### src/shared/tma_pkg.sv
// Constants and types of the TLB miss-assist register block
package tma_pkg;

    // ********************************************************
    // Special-register numbers on the core's register port
    // ********************************************************
    localparam logic [9:0] TMA_SPR_DMISS_ADDR = 10'h3F0;
    localparam logic [9:0] TMA_SPR_DATA_PTE_COMPARE       = 10'h3F1;
    localparam logic [9:0] TMA_SPR_PRIM_GRP   = 10'h3F2;
    localparam logic [9:0] TMA_SPR_SEC_GRP    = 10'h3F3;
    localparam logic [9:0] TMA_SPR_IMISS_ADDR = 10'h3F4;
    localparam logic [9:0] TMA_SPR_INSTR_PTE_COMPARE       = 10'h3F5;
    localparam logic [9:0] TMA_SPR_PTE_WORD2  = 10'h3FA;

    // ********************************************************
    // Field positions, little-endian bit index (doc bit b = 31-b)
    // ********************************************************
    localparam int TMA_CMP_VALID_BIT = 31;
    localparam int TMA_CMP_VIRTUAL_SEGMENT_IDENTIFIER_HI   = 30;
    localparam int TMA_CMP_VIRTUAL_SEGMENT_IDENTIFIER_LO   = 7;
    localparam int TMA_CMP_HASH_BIT  = 6;
    localparam int TMA_CMP_API_HI    = 5;
    localparam int TMA_GRP_ORG_HI    = 31;
    localparam int TMA_GRP_ORG_LO    = 25;
    localparam int TMA_GRP_HASH_HI   = 24;
    localparam int TMA_GRP_HASH_LO   = 6;
    localparam int TMA_GRP_ZERO_W    = 6;
    localparam int TMA_SRR_KEY_BIT   = 19;
    localparam int TMA_SRR_IMISS_BIT = 18;
    localparam int TMA_SRR_WAY_BIT   = 17;
    localparam int TMA_SRR_LOAD_BIT  = 16;

    // Second-word register: reserved bits 20-22 and 29 read zero
    localparam logic [31:0] TMA_PTE2_WMASK = 32'hFFFFF1FB;
    localparam logic [31:0] TMA_RESET_VAL  = 32'h00000000;

    // Miss kinds
    typedef enum logic [1:0] {
        TMA_MISS_INSTR,
        TMA_MISS_LOAD,
        TMA_MISS_STORE
    } tma_miss_t;

endpackage

### src/rtl/tma_hash.sv
// Primary and secondary page-group address former
`timescale 1ns/10ps
module tma_hash (
    input  wire logic [31:0] miss_addr,
    input  wire logic [23:0] virtual_segment_identifier,
    input  wire logic [6:0]  org_hi,
    input  wire logic [8:0]  org_mask,
    output logic      [31:0] prim_addr,
    output logic      [31:0] sec_addr
);
    import tma_pkg::*;

    logic [18:0] hash_pri;
    logic [18:0] hash_sec;
    logic [18:0] h_prim;
    logic [18:0] h_sec;

    // ********************************************************
    // Hash of segment id and page index
    // ********************************************************
    always_comb
    begin
        hash_pri = virtual_segment_identifier[18:0] ^ {3'h0, miss_addr[27:12]};
        hash_sec = ~hash_pri;
        h_prim   = {hash_pri[18:10] & org_mask, hash_pri[9:0]};
        h_sec    = {hash_sec[18:10] & org_mask, hash_sec[9:0]};
    end

    // Only the hashed field differs between the two
    assign prim_addr = {org_hi, h_prim, {TMA_GRP_ZERO_W{1'b0}}};
    assign sec_addr  = {org_hi, h_sec, {TMA_GRP_ZERO_W{1'b0}}};

endmodule // tma_hash

### src/rtl/tma_regs.sv
// TLB miss-assist registers and TLB entry load merge
`timescale 1ns/10ps
module tma_regs (
    input  wire logic               clk,
    input  wire logic               rst_b,
    input  wire logic               miss_req,
    input  wire tma_pkg::tma_miss_t miss_kind,
    input  wire logic [31:0]        miss_ea,
    input  wire logic               little_endian,
    input  wire logic [23:0]        seg_virtual_segment_identifier,
    input  wire logic               seg_key_super,
    input  wire logic               seg_key_user,
    input  wire logic               problem_state,
    input  wire logic               lru_way,
    input  wire logic [3:0]         cr0_bits,
    input  wire logic               older_pending,
    input  wire logic               dtlb_hit,
    input  wire logic               dtlb_changed,
    input  wire logic               store_access,
    input  wire logic [15:0]        sdr_org,
    input  wire logic [8:0]         sdr_mask,
    input  wire logic               spr_rd,
    input  wire logic               spr_wr,
    input  wire logic [9:0]         spr_num,
    input  wire logic [31:0]        spr_wdata,
    input  wire logic               srr_way_wr,
    input  wire logic               srr_way_val,
    input  wire logic               tlb_load,
    input  wire logic               tlb_load_instr,
    input  wire logic [31:0]        tlb_load_ea,
    output logic [31:0]             spr_rdata,
    output logic                    priv_exc,
    output logic                    store_miss_cond,
    output logic                    miss_exc,
    output tma_pkg::tma_miss_t      miss_exc_kind,
    output logic [31:0]             srr_status,
    output logic                    tlb_we_instr,
    output logic                    tlb_we_data,
    output logic [4:0]              tlb_index,
    output logic                    tlb_way,
    output logic [31:0]             tlb_word1,
    output logic [31:0]             tlb_word2,
    output logic [19:0]             tlb_epn
);
    import tma_pkg::*;

    logic [31:0] dmiss_q;
    logic [31:0] imiss_q;
    logic [31:0] data_pte_compare_q;
    logic [31:0] instr_pte_compare_q;
    logic [31:0] pte2_q;
    logic [31:0] srr_q;
    logic        pend_q;
    tma_miss_t   kind_q;
    logic [31:0] ea_q;
    logic [23:0] virtual_segment_identifier_q;
    logic        key_q;
    logic        way_q;
    logic [3:0]  cr_q;
    logic        exc_q;
    logic [31:0] ea_be;
    logic [31:0] cmp_d;
    logic [31:0] grp_src;
    logic [23:0] grp_virtual_segment_identifier;
    logic [31:0] prim_w;
    logic [31:0] sec_w;
    logic        we_i_q;
    logic        we_d_q;

    // ********************************************************
    // Miss detection and exception sequencing
    // ********************************************************
    assign store_miss_cond = store_access
                           & (~dtlb_hit | (dtlb_hit & ~dtlb_changed));

    // Byte-swap a little-endian data address back to big-endian order
    assign ea_be = (little_endian && miss_kind != TMA_MISS_INSTR)
                 ? {miss_ea[31:3], miss_ea[2:0] ^ 3'h7}
                 : miss_ea;

    always_ff @(posedge clk or negedge rst_b)
    begin
        if (!rst_b)
        begin
            pend_q <= 1'b0;
            kind_q <= TMA_MISS_INSTR;
            ea_q   <= TMA_RESET_VAL;
            virtual_segment_identifier_q <= 24'h000000;
            key_q  <= 1'b0;
            way_q  <= 1'b0;
            cr_q   <= 4'h0;
        end
        else if (miss_req && !pend_q)
        begin
            pend_q <= 1'b1;
            kind_q <= miss_kind;
            ea_q   <= ea_be;
            virtual_segment_identifier_q <= seg_virtual_segment_identifier;
            key_q  <= problem_state ? seg_key_user : seg_key_super;
            way_q  <= lru_way;
            cr_q   <= cr0_bits;
        end
        else if (pend_q && !older_pending)
        begin
            pend_q <= 1'b0;
        end
    end

    assign exc_q = pend_q && !older_pending;

    always_ff @(posedge clk or negedge rst_b)
    begin
        if (!rst_b)
        begin
            miss_exc      <= 1'b0;
            miss_exc_kind <= TMA_MISS_INSTR;
        end
        else
        begin
            miss_exc      <= exc_q;
            miss_exc_kind <= kind_q;
        end
    end

    // ********************************************************
    // Miss address and compare capture
    // ********************************************************
    always_comb
    begin
        cmp_d = TMA_RESET_VAL;
        cmp_d[TMA_CMP_VALID_BIT] = 1'b1;
        cmp_d[TMA_CMP_VIRTUAL_SEGMENT_IDENTIFIER_HI:TMA_CMP_VIRTUAL_SEGMENT_IDENTIFIER_LO] = virtual_segment_identifier_q;
        cmp_d[TMA_CMP_HASH_BIT] = 1'b0;
        cmp_d[TMA_CMP_API_HI:0] = ea_q[27:22];
    end

    // Only the miss path writes these; software writes never land
    always_ff @(posedge clk or negedge rst_b)
    begin
        if (!rst_b)
        begin
            dmiss_q <= TMA_RESET_VAL;
            imiss_q <= TMA_RESET_VAL;
            data_pte_compare_q  <= TMA_RESET_VAL;
            instr_pte_compare_q  <= TMA_RESET_VAL;
        end
        else if (exc_q)
        begin
            if (kind_q == TMA_MISS_INSTR)
            begin
                imiss_q <= ea_q;
                instr_pte_compare_q  <= cmp_d;
            end
            else
            begin
                dmiss_q <= ea_q;
                data_pte_compare_q  <= cmp_d;
            end
        end
    end

    // ********************************************************
    // Save/restore status
    // ********************************************************
    always_ff @(posedge clk or negedge rst_b)
    begin
        if (!rst_b)
        begin
            srr_q <= TMA_RESET_VAL;
        end
        else if (exc_q)
        begin
            srr_q                    <= TMA_RESET_VAL;
            srr_q[31:28]             <= cr_q;
            srr_q[TMA_SRR_KEY_BIT]   <= key_q;
            srr_q[TMA_SRR_IMISS_BIT] <= kind_q == TMA_MISS_INSTR;
            srr_q[TMA_SRR_WAY_BIT]   <= way_q;
            srr_q[TMA_SRR_LOAD_BIT]  <= kind_q == TMA_MISS_LOAD;
        end
        else if (srr_way_wr)
        begin
            srr_q[TMA_SRR_WAY_BIT] <= srr_way_val;
        end
    end

    assign srr_status = srr_q;

    // ********************************************************
    // Page-group addresses
    // ********************************************************
    assign grp_src  = (srr_q[TMA_SRR_IMISS_BIT]) ? imiss_q : dmiss_q;
    assign grp_virtual_segment_identifier = (srr_q[TMA_SRR_IMISS_BIT])
                    ? instr_pte_compare_q[TMA_CMP_VIRTUAL_SEGMENT_IDENTIFIER_HI:TMA_CMP_VIRTUAL_SEGMENT_IDENTIFIER_LO]
                    : data_pte_compare_q[TMA_CMP_VIRTUAL_SEGMENT_IDENTIFIER_HI:TMA_CMP_VIRTUAL_SEGMENT_IDENTIFIER_LO];

    tma_hash u_hash (
        .miss_addr (grp_src),
        .virtual_segment_identifier      (grp_virtual_segment_identifier),
        .org_hi    (sdr_org[15:9]),
        .org_mask  (sdr_mask),
        .prim_addr (prim_w),
        .sec_addr  (sec_w)
    );

    // ********************************************************
    // Second-word register and register port
    // ********************************************************
    always_ff @(posedge clk or negedge rst_b)
    begin
        if (!rst_b)
        begin
            pte2_q <= TMA_RESET_VAL;
        end
        else if (spr_wr && !problem_state && spr_num == TMA_SPR_PTE_WORD2)
        begin
            pte2_q <= spr_wdata & TMA_PTE2_WMASK;
        end
    end

    always_ff @(posedge clk or negedge rst_b)
    begin
        if (!rst_b)
        begin
            priv_exc <= 1'b0;
        end
        else
        begin
            priv_exc <= (spr_rd || spr_wr) && problem_state && (
                spr_num == TMA_SPR_DMISS_ADDR || spr_num == TMA_SPR_DATA_PTE_COMPARE ||
                spr_num == TMA_SPR_PRIM_GRP || spr_num == TMA_SPR_SEC_GRP ||
                spr_num == TMA_SPR_IMISS_ADDR || spr_num == TMA_SPR_INSTR_PTE_COMPARE ||
                spr_num == TMA_SPR_PTE_WORD2);
        end
    end

    always_ff @(posedge clk or negedge rst_b)
    begin
        if (!rst_b)
        begin
            spr_rdata <= TMA_RESET_VAL;
        end
        else if (spr_rd && !problem_state)
        begin
            case (spr_num)
                TMA_SPR_DMISS_ADDR: spr_rdata <= dmiss_q;
                TMA_SPR_IMISS_ADDR: spr_rdata <= imiss_q;
                TMA_SPR_DATA_PTE_COMPARE:       spr_rdata <= data_pte_compare_q;
                TMA_SPR_INSTR_PTE_COMPARE:       spr_rdata <= instr_pte_compare_q;
                TMA_SPR_PRIM_GRP:   spr_rdata <= prim_w;
                TMA_SPR_SEC_GRP:    spr_rdata <= sec_w;
                TMA_SPR_PTE_WORD2:  spr_rdata <= pte2_q;
                default:            spr_rdata <= TMA_RESET_VAL;
            endcase
        end
    end

    // ********************************************************
    // TLB entry load
    // ********************************************************
    always_ff @(posedge clk or negedge rst_b)
    begin
        if (!rst_b)
        begin
            we_i_q    <= 1'b0;
            we_d_q    <= 1'b0;
            tlb_index <= 5'h00;
            tlb_way   <= 1'b0;
            tlb_word1 <= TMA_RESET_VAL;
            tlb_word2 <= TMA_RESET_VAL;
            tlb_epn   <= 20'h00000;
        end
        else
        begin
            we_i_q <= tlb_load && tlb_load_instr;
            we_d_q <= tlb_load && !tlb_load_instr;
            if (tlb_load)
            begin
                tlb_index <= tlb_load_ea[16:12];
                tlb_way   <= srr_q[TMA_SRR_WAY_BIT];
                tlb_word1 <= tlb_load_instr ? instr_pte_compare_q : data_pte_compare_q;
                tlb_word2 <= pte2_q;
                tlb_epn   <= tlb_load_instr ? imiss_q[31:12]
                                            : dmiss_q[31:12];
            end
        end
    end

    assign tlb_we_instr = we_i_q;
    assign tlb_we_data  = we_d_q;
endmodule // tma_regs

### config.mk
export PLATFORM = sky130hd
export DESIGN_NAME = tma_regs
export DESIGN_NICKNAME = d
export VERILOG_FILES = /design/src/shared/tma_pkg.sv /design/src/rtl/tma_hash.sv /design/src/rtl/tma_regs.sv
export SDC_FILE = /design/constraint.sdc
export NUM_CORES = 1
export LEC_CHECK = 0
export BUFFER_PORTS_ARGS = -buffer_cell sky130_fd_sc_hd__buf_2
export CAP_MARGIN = 10
export CORE_MARGIN = 1.5
export CORE_UTILIZATION = 50
export CTS_CLUSTER_DIAMETER = 80
export CTS_CLUSTER_SIZE = 8
export DETAILED_ROUTE_END_ITERATION = 8
export GPL_TIMING_DRIVEN = 0
export PLACE_DENSITY = 0.75
export SYNTH_ARGS = -nofsm -noshare
export SYNTH_HDL_FRONTEND = slang
export SYNTH_SLANG_ARGS = --single-unit
### constraint.sdc
create_clock -name clk -period 2.3 [get_ports clk]
set_input_delay 0.23 -clock clk [delete_from_list [all_inputs] [get_ports clk]]
set_output_delay 0.23 -clock clk [all_outputs]
set_load 0.01 [all_outputs]
* Word level (Yosys, flattened, before mapping)
Index checks and enable logic that the tools add are counted.
Word-level totals: bits in registers 351, bits of input ports 179
Cells by class: eq/ne operators 8, multiplexer cells 11, bitwise logic cells 11, reductions and logical operators 27
Operators by type and width (number):
- $pmux 32 s7 | 1
- $eq 10x10->1 const B | 7
- $mux 32 | 1
- $mux 28 | 1
- $mux 20 | 1
- $mux 19 | 1
- $not 19->19 | 1
- $xor 19x16->19 | 1
- $and 9x9->9 | 2
- $logic_and 1x1->1 | 10
- $logic_or 1x1->1 | 7
- $reduce_bool 2->1 | 3
- $mux 1 | 5
- $logic_not 1->1 | 4
- $reduce_and 2->1 | 2
- $mux 3 | 1
- $not 1->1 | 3
- $not 3->3 | 1
- $and 1x1->1 | 2
- $eq 2x1->1 const B | 1
- $logic_not 2->1 | 1
- $or 1x1->1 | 1

* Depth between registers and ports, before layout
depth after elaboration 8, gate-level depth with buffers 8, mapped depth without buffers 5

* By module
From an unflattened synthesis, not the netlist that was laid out.
Unflattened totals: cell total of the unflattened synthesis 1269, area total of the unflattened synthesis 15882.7 um2
By module, submodules not included:
- tma_regs | times used 1, cells an instance 1198, area each 15393.5 um2, seq. area each 8308.0 um2
- tma_hash | times used 1, cells an instance 71, area each 489.2 um2, seq. area each 0.0 um2

* Worst setup path after synthesis
Ideal clock, no wire load.
kind register to register, from register pend_q, to register imiss_q[17], library setup time 0.125 ns, arrival time 1.528 ns, setup slack 0.647 ns, cell stages (with the launch flop) 7, buffers on the path 3, clock period less this slack 1.653 ns, path through dfrtp_1 nand2b_1 buf_2 nor3_1 buf_2 buf_2 mux2_2
Between the ends: longest elaborated chain between the ends 2
RTL lines:
- start, declared | line tma_regs.sv:53 | logic pend_q;
- start signal, assigned | line tma_regs.sv:85 | pend_q <= 1'b0;
- start signal, assigned | line tma_regs.sv:95 | pend_q <= 1'b1;
- start signal, assigned | line tma_regs.sv:105 | pend_q <= 1'b0;
- $logic_and 1x1->1 | line tma_regs.sv:109 | assign exc_q = pend_q && !older_pending;
- $reduce_and 2->1 (no line)
- end signal, assigned | line tma_regs.sv:151 | imiss_q <= ea_q;
- end, declared | line tma_regs.sv:48 | logic [31:0] imiss_q;
Every way passes these cells. A chain may end at the register's enable or synchronous reset.

* Final worst setup path
from input older_pending, to register imiss_q[23]
Between the ends: longest elaborated chain between the ends 3
RTL lines:
- start, declared | line tma_regs.sv:16 | input wire logic older_pending,
- $logic_not 1->1 | line tma_regs.sv:109
- $logic_and 1x1->1 | line tma_regs.sv:109
- $reduce_and 2->1 (no line)
Every way passes these cells.

==> summary.txt <==
Run status
  • Status: complete, no violations

Detailed routing
  • DRT Pass-1 Iters: 7
  • Via density: 5.69
  • Routed via count: between 10000 and 15000
  • Initial DRC count: 951
  • Routed wire per std cell: 22.7 um
  • Final ANT Viol Nets: 0
  • Total Wirelength: 45.8 mm
  • DRC viols: 0

Timing
  • Rel. slew slack: 0.314
  • Final setup viols: 0
  • Final Skew: 0.0191 ns
  • Worst-margin pin slew: 1.02 ns
  • RSZ-0062 raised after global routing: no
  • Final Hold Vio Count: 0
  • Max Clock Freq: 454 MHz
  • Period minus WS final: 2.20 ns
  • Slew Limit Fails: 0
  • Final period utilization: 0.957

Global route
  • First-pass GRT wire length: 68.5 mm
  • M1 GR Usage: 0.375
  • GRT overflow: 0
  • Busiest metal layer after global routing: met2
  • Largest net degree at the start of global routing: roughly 130
  • Met2 global-route usage: 0.470
  • Number of global-route vias before repair: 11900
  • GRT met3 Usage: 0.0711
  • All-Layer GR Usage: 0.296
  • Initial antenna violation count: 5

Worst setup path
  • Critical-path maximum fanout: 10
  • Worst setup EP type: register
  • Worst Path Arrival: 2.62 ns
  • Crit Path Class: in2reg
  • Req. time, crit path: 2.72 ns
  • Critical Path Start Type: primary input

Synth
  • Sequential-to-total area share from yosys stat: 0.554
  • Ys async rst share: 1.00
  • Post-Syn Area: 15000 um^2
  • Cell taking the most area after synthesis: dfrtp_1
  • Post-synth EDFFs: 0
  • Yosys cell types: 60
  • Cells after Synth: 1166
  • Synth top area share: 0.554
  • Avg Cell Area, Syn: 12.9 um^2
  • Flops & latches, synth: 332
  • Post-synth top flop: dfrtp_1
  • Area contributors post-synth: dfrtp_1 55%, mux2_2 18%, mux2i_1 5.3%
  • Syn. warnings: 0

Clock tree
  • Clk_lat worst skew: roughly 0.55 ns
  • Clock tree buffer depth: 3
  • CTS H-Tree Depth: 2
  • CTS tree: built
  • Setup bufs post-CTS: 0
  • CTS Buf Count: 47
  • CTS clk-pin slew, worst paths: 0.05 ns
  • Root Buffer: clkbuf_16
  • # clock sinks: roughly 330

Floorplan
  • Die height: 176 um
  • CORE AREA: approximately 30000 um^2
  • Die width: 176 um
  • Top-Level Pins: 340
  • Area of the die: 31100 um^2
  • Initial Utilization: 0.508
  • Row cnt: 63

Cells and area
  • Fill cell count: roughly 2200
  • Final core utilization: 0.654
  • P&R area growth vs syn: 28.9%
  • Layout net count: between 1500 and 2000
  • Ratio of cells with drive above 1 in the final layout: 0.407

Pwr
  • Maximum VDD drop: 0.000604 V
  • Switch Pwr: 6500 uW
  • Share of power burned in registers: 0.455
  • Clock group share of total power: 0.297
  • Switching share of power: 0.316
  • PwrDens: 1060 nW/um^2
  • Logic gate share of total power: 0.248
  • Int Pwr: 14100 uW
  • Static Leak: between 0.009 and 0.01 uW
  • Total power draw: 20600 uW

Placement
  • Final GP Congestion: 0.919
  • HPWL after detailed placement: between 30 and 40 mm
  • IO Port Bufs: around 270

Run
  • Max_cap viols: 0

Hold path
  • Worst min-delay path class: in2reg
==> stage by stage <==
| step | setup WS [ns] | TNS (ns) | hold slack, ns | instances | area, um^2 |
|---|---|---|---|---|---|
| after global placement | -5.21 | -1719.59 | 0.431 | 1852 | 16900 |
| after CTS | 0.107 | 0 | 0.00483 | 2011 | 19300 |
| after floorplan | 0.647 | 0 | -0.0656 | 1194 | 15100 |
| final | 0.0979 | 0 | 0.00591 | 2016 | 19300 |
| after detailed placement | -0.134 | -1.14 | 0.365 | 1854 | 17000 |
| after global routing | 0.00121 | 0 | 0.00660 | 2016 | 19300 |
==> cells by family after synthesis <==
| group | after synthesis | share of synthesized area |
|---|---|---|
| other | 1 | 0.000250 |
| multiplexers | 327 | 0.241 |
| buffers and inverters | 109 | 0.0437 |
| flip-flops | 332 | 0.554 |
| AO/OA/AOI/OAI | 165 | 0.0727 |
| AND/OR/NAND/NOR | 179 | 0.0576 |
| XOR/XNOR | 53 | 0.0309 |
==> critical path, stage by stage <==
cell	delay, ns
dlygate4sd3_1	0.53
buf_2	0.12
nand2b_1	0.12
buf_2	0.18
nor3_2	0.32
buf_2	0.34
buf_2	0.39
mux2_2	0.39
==> per-layer routing <==
| layer | vias up | part of all wire |
|---|---|---|
| li1 | 5000 | - |
| met1 | 5739 | 0.39 |
| met2 | 595 | 0.47 |
| met3 | 139 | 0.088 |
| met4 | 0 | 0.051 |
| met5 | - | 0 |
==> timing repair <==
item,4_1_cts,5_1_grt
gates resized for setup,1,2
hold buffers,106,0
pin swaps,0,0
endpoints found under the setup margin,9,1
endpoints found under the hold margin,222,0
==> area by class of cell <==
class / instances / area (um^2) / area share
timing repair buffer: 376 / 2470 / 0.128
buffer: 106 / 646 / 0.0334
clock inverter: 3 / 55.1 / 0.00285
clock buffer: 48 / 1200 / 0.0621
sequential: 332 / 8310 / 0.430
inverter: 3 / 11.3 / 0.000582
antenna: 5 / 12.5 / 0.000647
multi-input combinational: 753 / 6150 / 0.318
tap: 390 / 488 / 0.0252
==> state kept, by name (all words and copies together) (netlist names), 5 cells and up <==
register / count
virtual_segment_identifier_q: 24
spr_rdata: 32
pte2_q: 28
data_pte_compare_q: 25
dmiss_q: 32
tlb_word2: 28
instr_pte_compare_q: 25
ea_q: 32
tlb_epn: 20
tlb_index: 5
imiss_q: 32
srr_status: 8
tlb_word1: 25
==> path summary, 6_finish.rpt <==
| kind | startpoint | to | slack, ns | cells past startpoint |
|---|---|---|---|---|
| max | older_pending | imiss_q[23] | 0.1 | 8 |
| min | seg_key_user | key_q | 0.006 | 3 |
| max reg2reg | pend_q | imiss_q[23] | 0.14 | 6 |
| min reg2reg | kind_q[0] | miss_exc_kind[0] | 0.47 | 0 |
| max in group asynchronous | rst_b | tlb_word2[27] | 0.44 | 4 |
| min in group asynchronous | rst_b | ea_q[11] | 0.35 | 2 |
==> synth_stat cells (3+ instances only) <==
library cell	number
a22o_1	5
nand2b_1	3
buf_6	9
clkbuf_1	24
nand3_1	4
a221oi_1	12
or2_2	4
o21ai_0	28
and3_1	5
xor2_1	30
a22oi_1	11
mux2i_1	80
a21oi_1	63
mux2_1	3
a211o_1	3
nor2_1	77
o21ai_1	5
and2_1	5
o22ai_1	5
a21boi_0	3
a32oi_1	3
nand4_1	4
mux2_2	241
buf_1	6
nor2b_1	4
buf_2	29
dfrtp_1	332
mux4_2	3
xnor2_1	23
a222oi_1	14
nand2_1	54
buf_4	38
==> cell usage in the layout (no fill, tap or decap), types with 4 or more instances in the layout <==
cell,n
a21oi_1,63
a221oi_1,12
a222oi_1,14
a22o_1,5
a22oi_1,11
and2_1,5
and3_1,5
buf_1,6
buf_2,296
buf_4,38
buf_6,9
clkbuf_1,23
clkbuf_16,48
conb_1,29
dfrtp_1,332
diode_2,5
dlygate4sd3_1,106
mux2_2,241
mux2i_1,80
nand2_1,54
nand3_1,4
nand4_1,4
nor2_1,77
nor2b_1,4
o21ai_0,28
o21ai_1,5
o22ai_1,5
or2_2,4
xnor2_1,23
xor2_1,30
==> power by group through the flow <==
| stage | combinational (uW) | clock, uW | sequential, uW |
|---|---|---|---|
| finish | 5100 | 6120 | 9360 |
| global route | 5520 | 6450 | 9510 |
| CTS | 5070 | 6190 | 9280 |
| detailed placement | 4890 | 0 | 9350 |
| global placement | 4720 | 0 | 9270 |
| floorplan | 3400 | 0 | 8800 |
No activity file was read; power rests on OpenSTA's default activity.
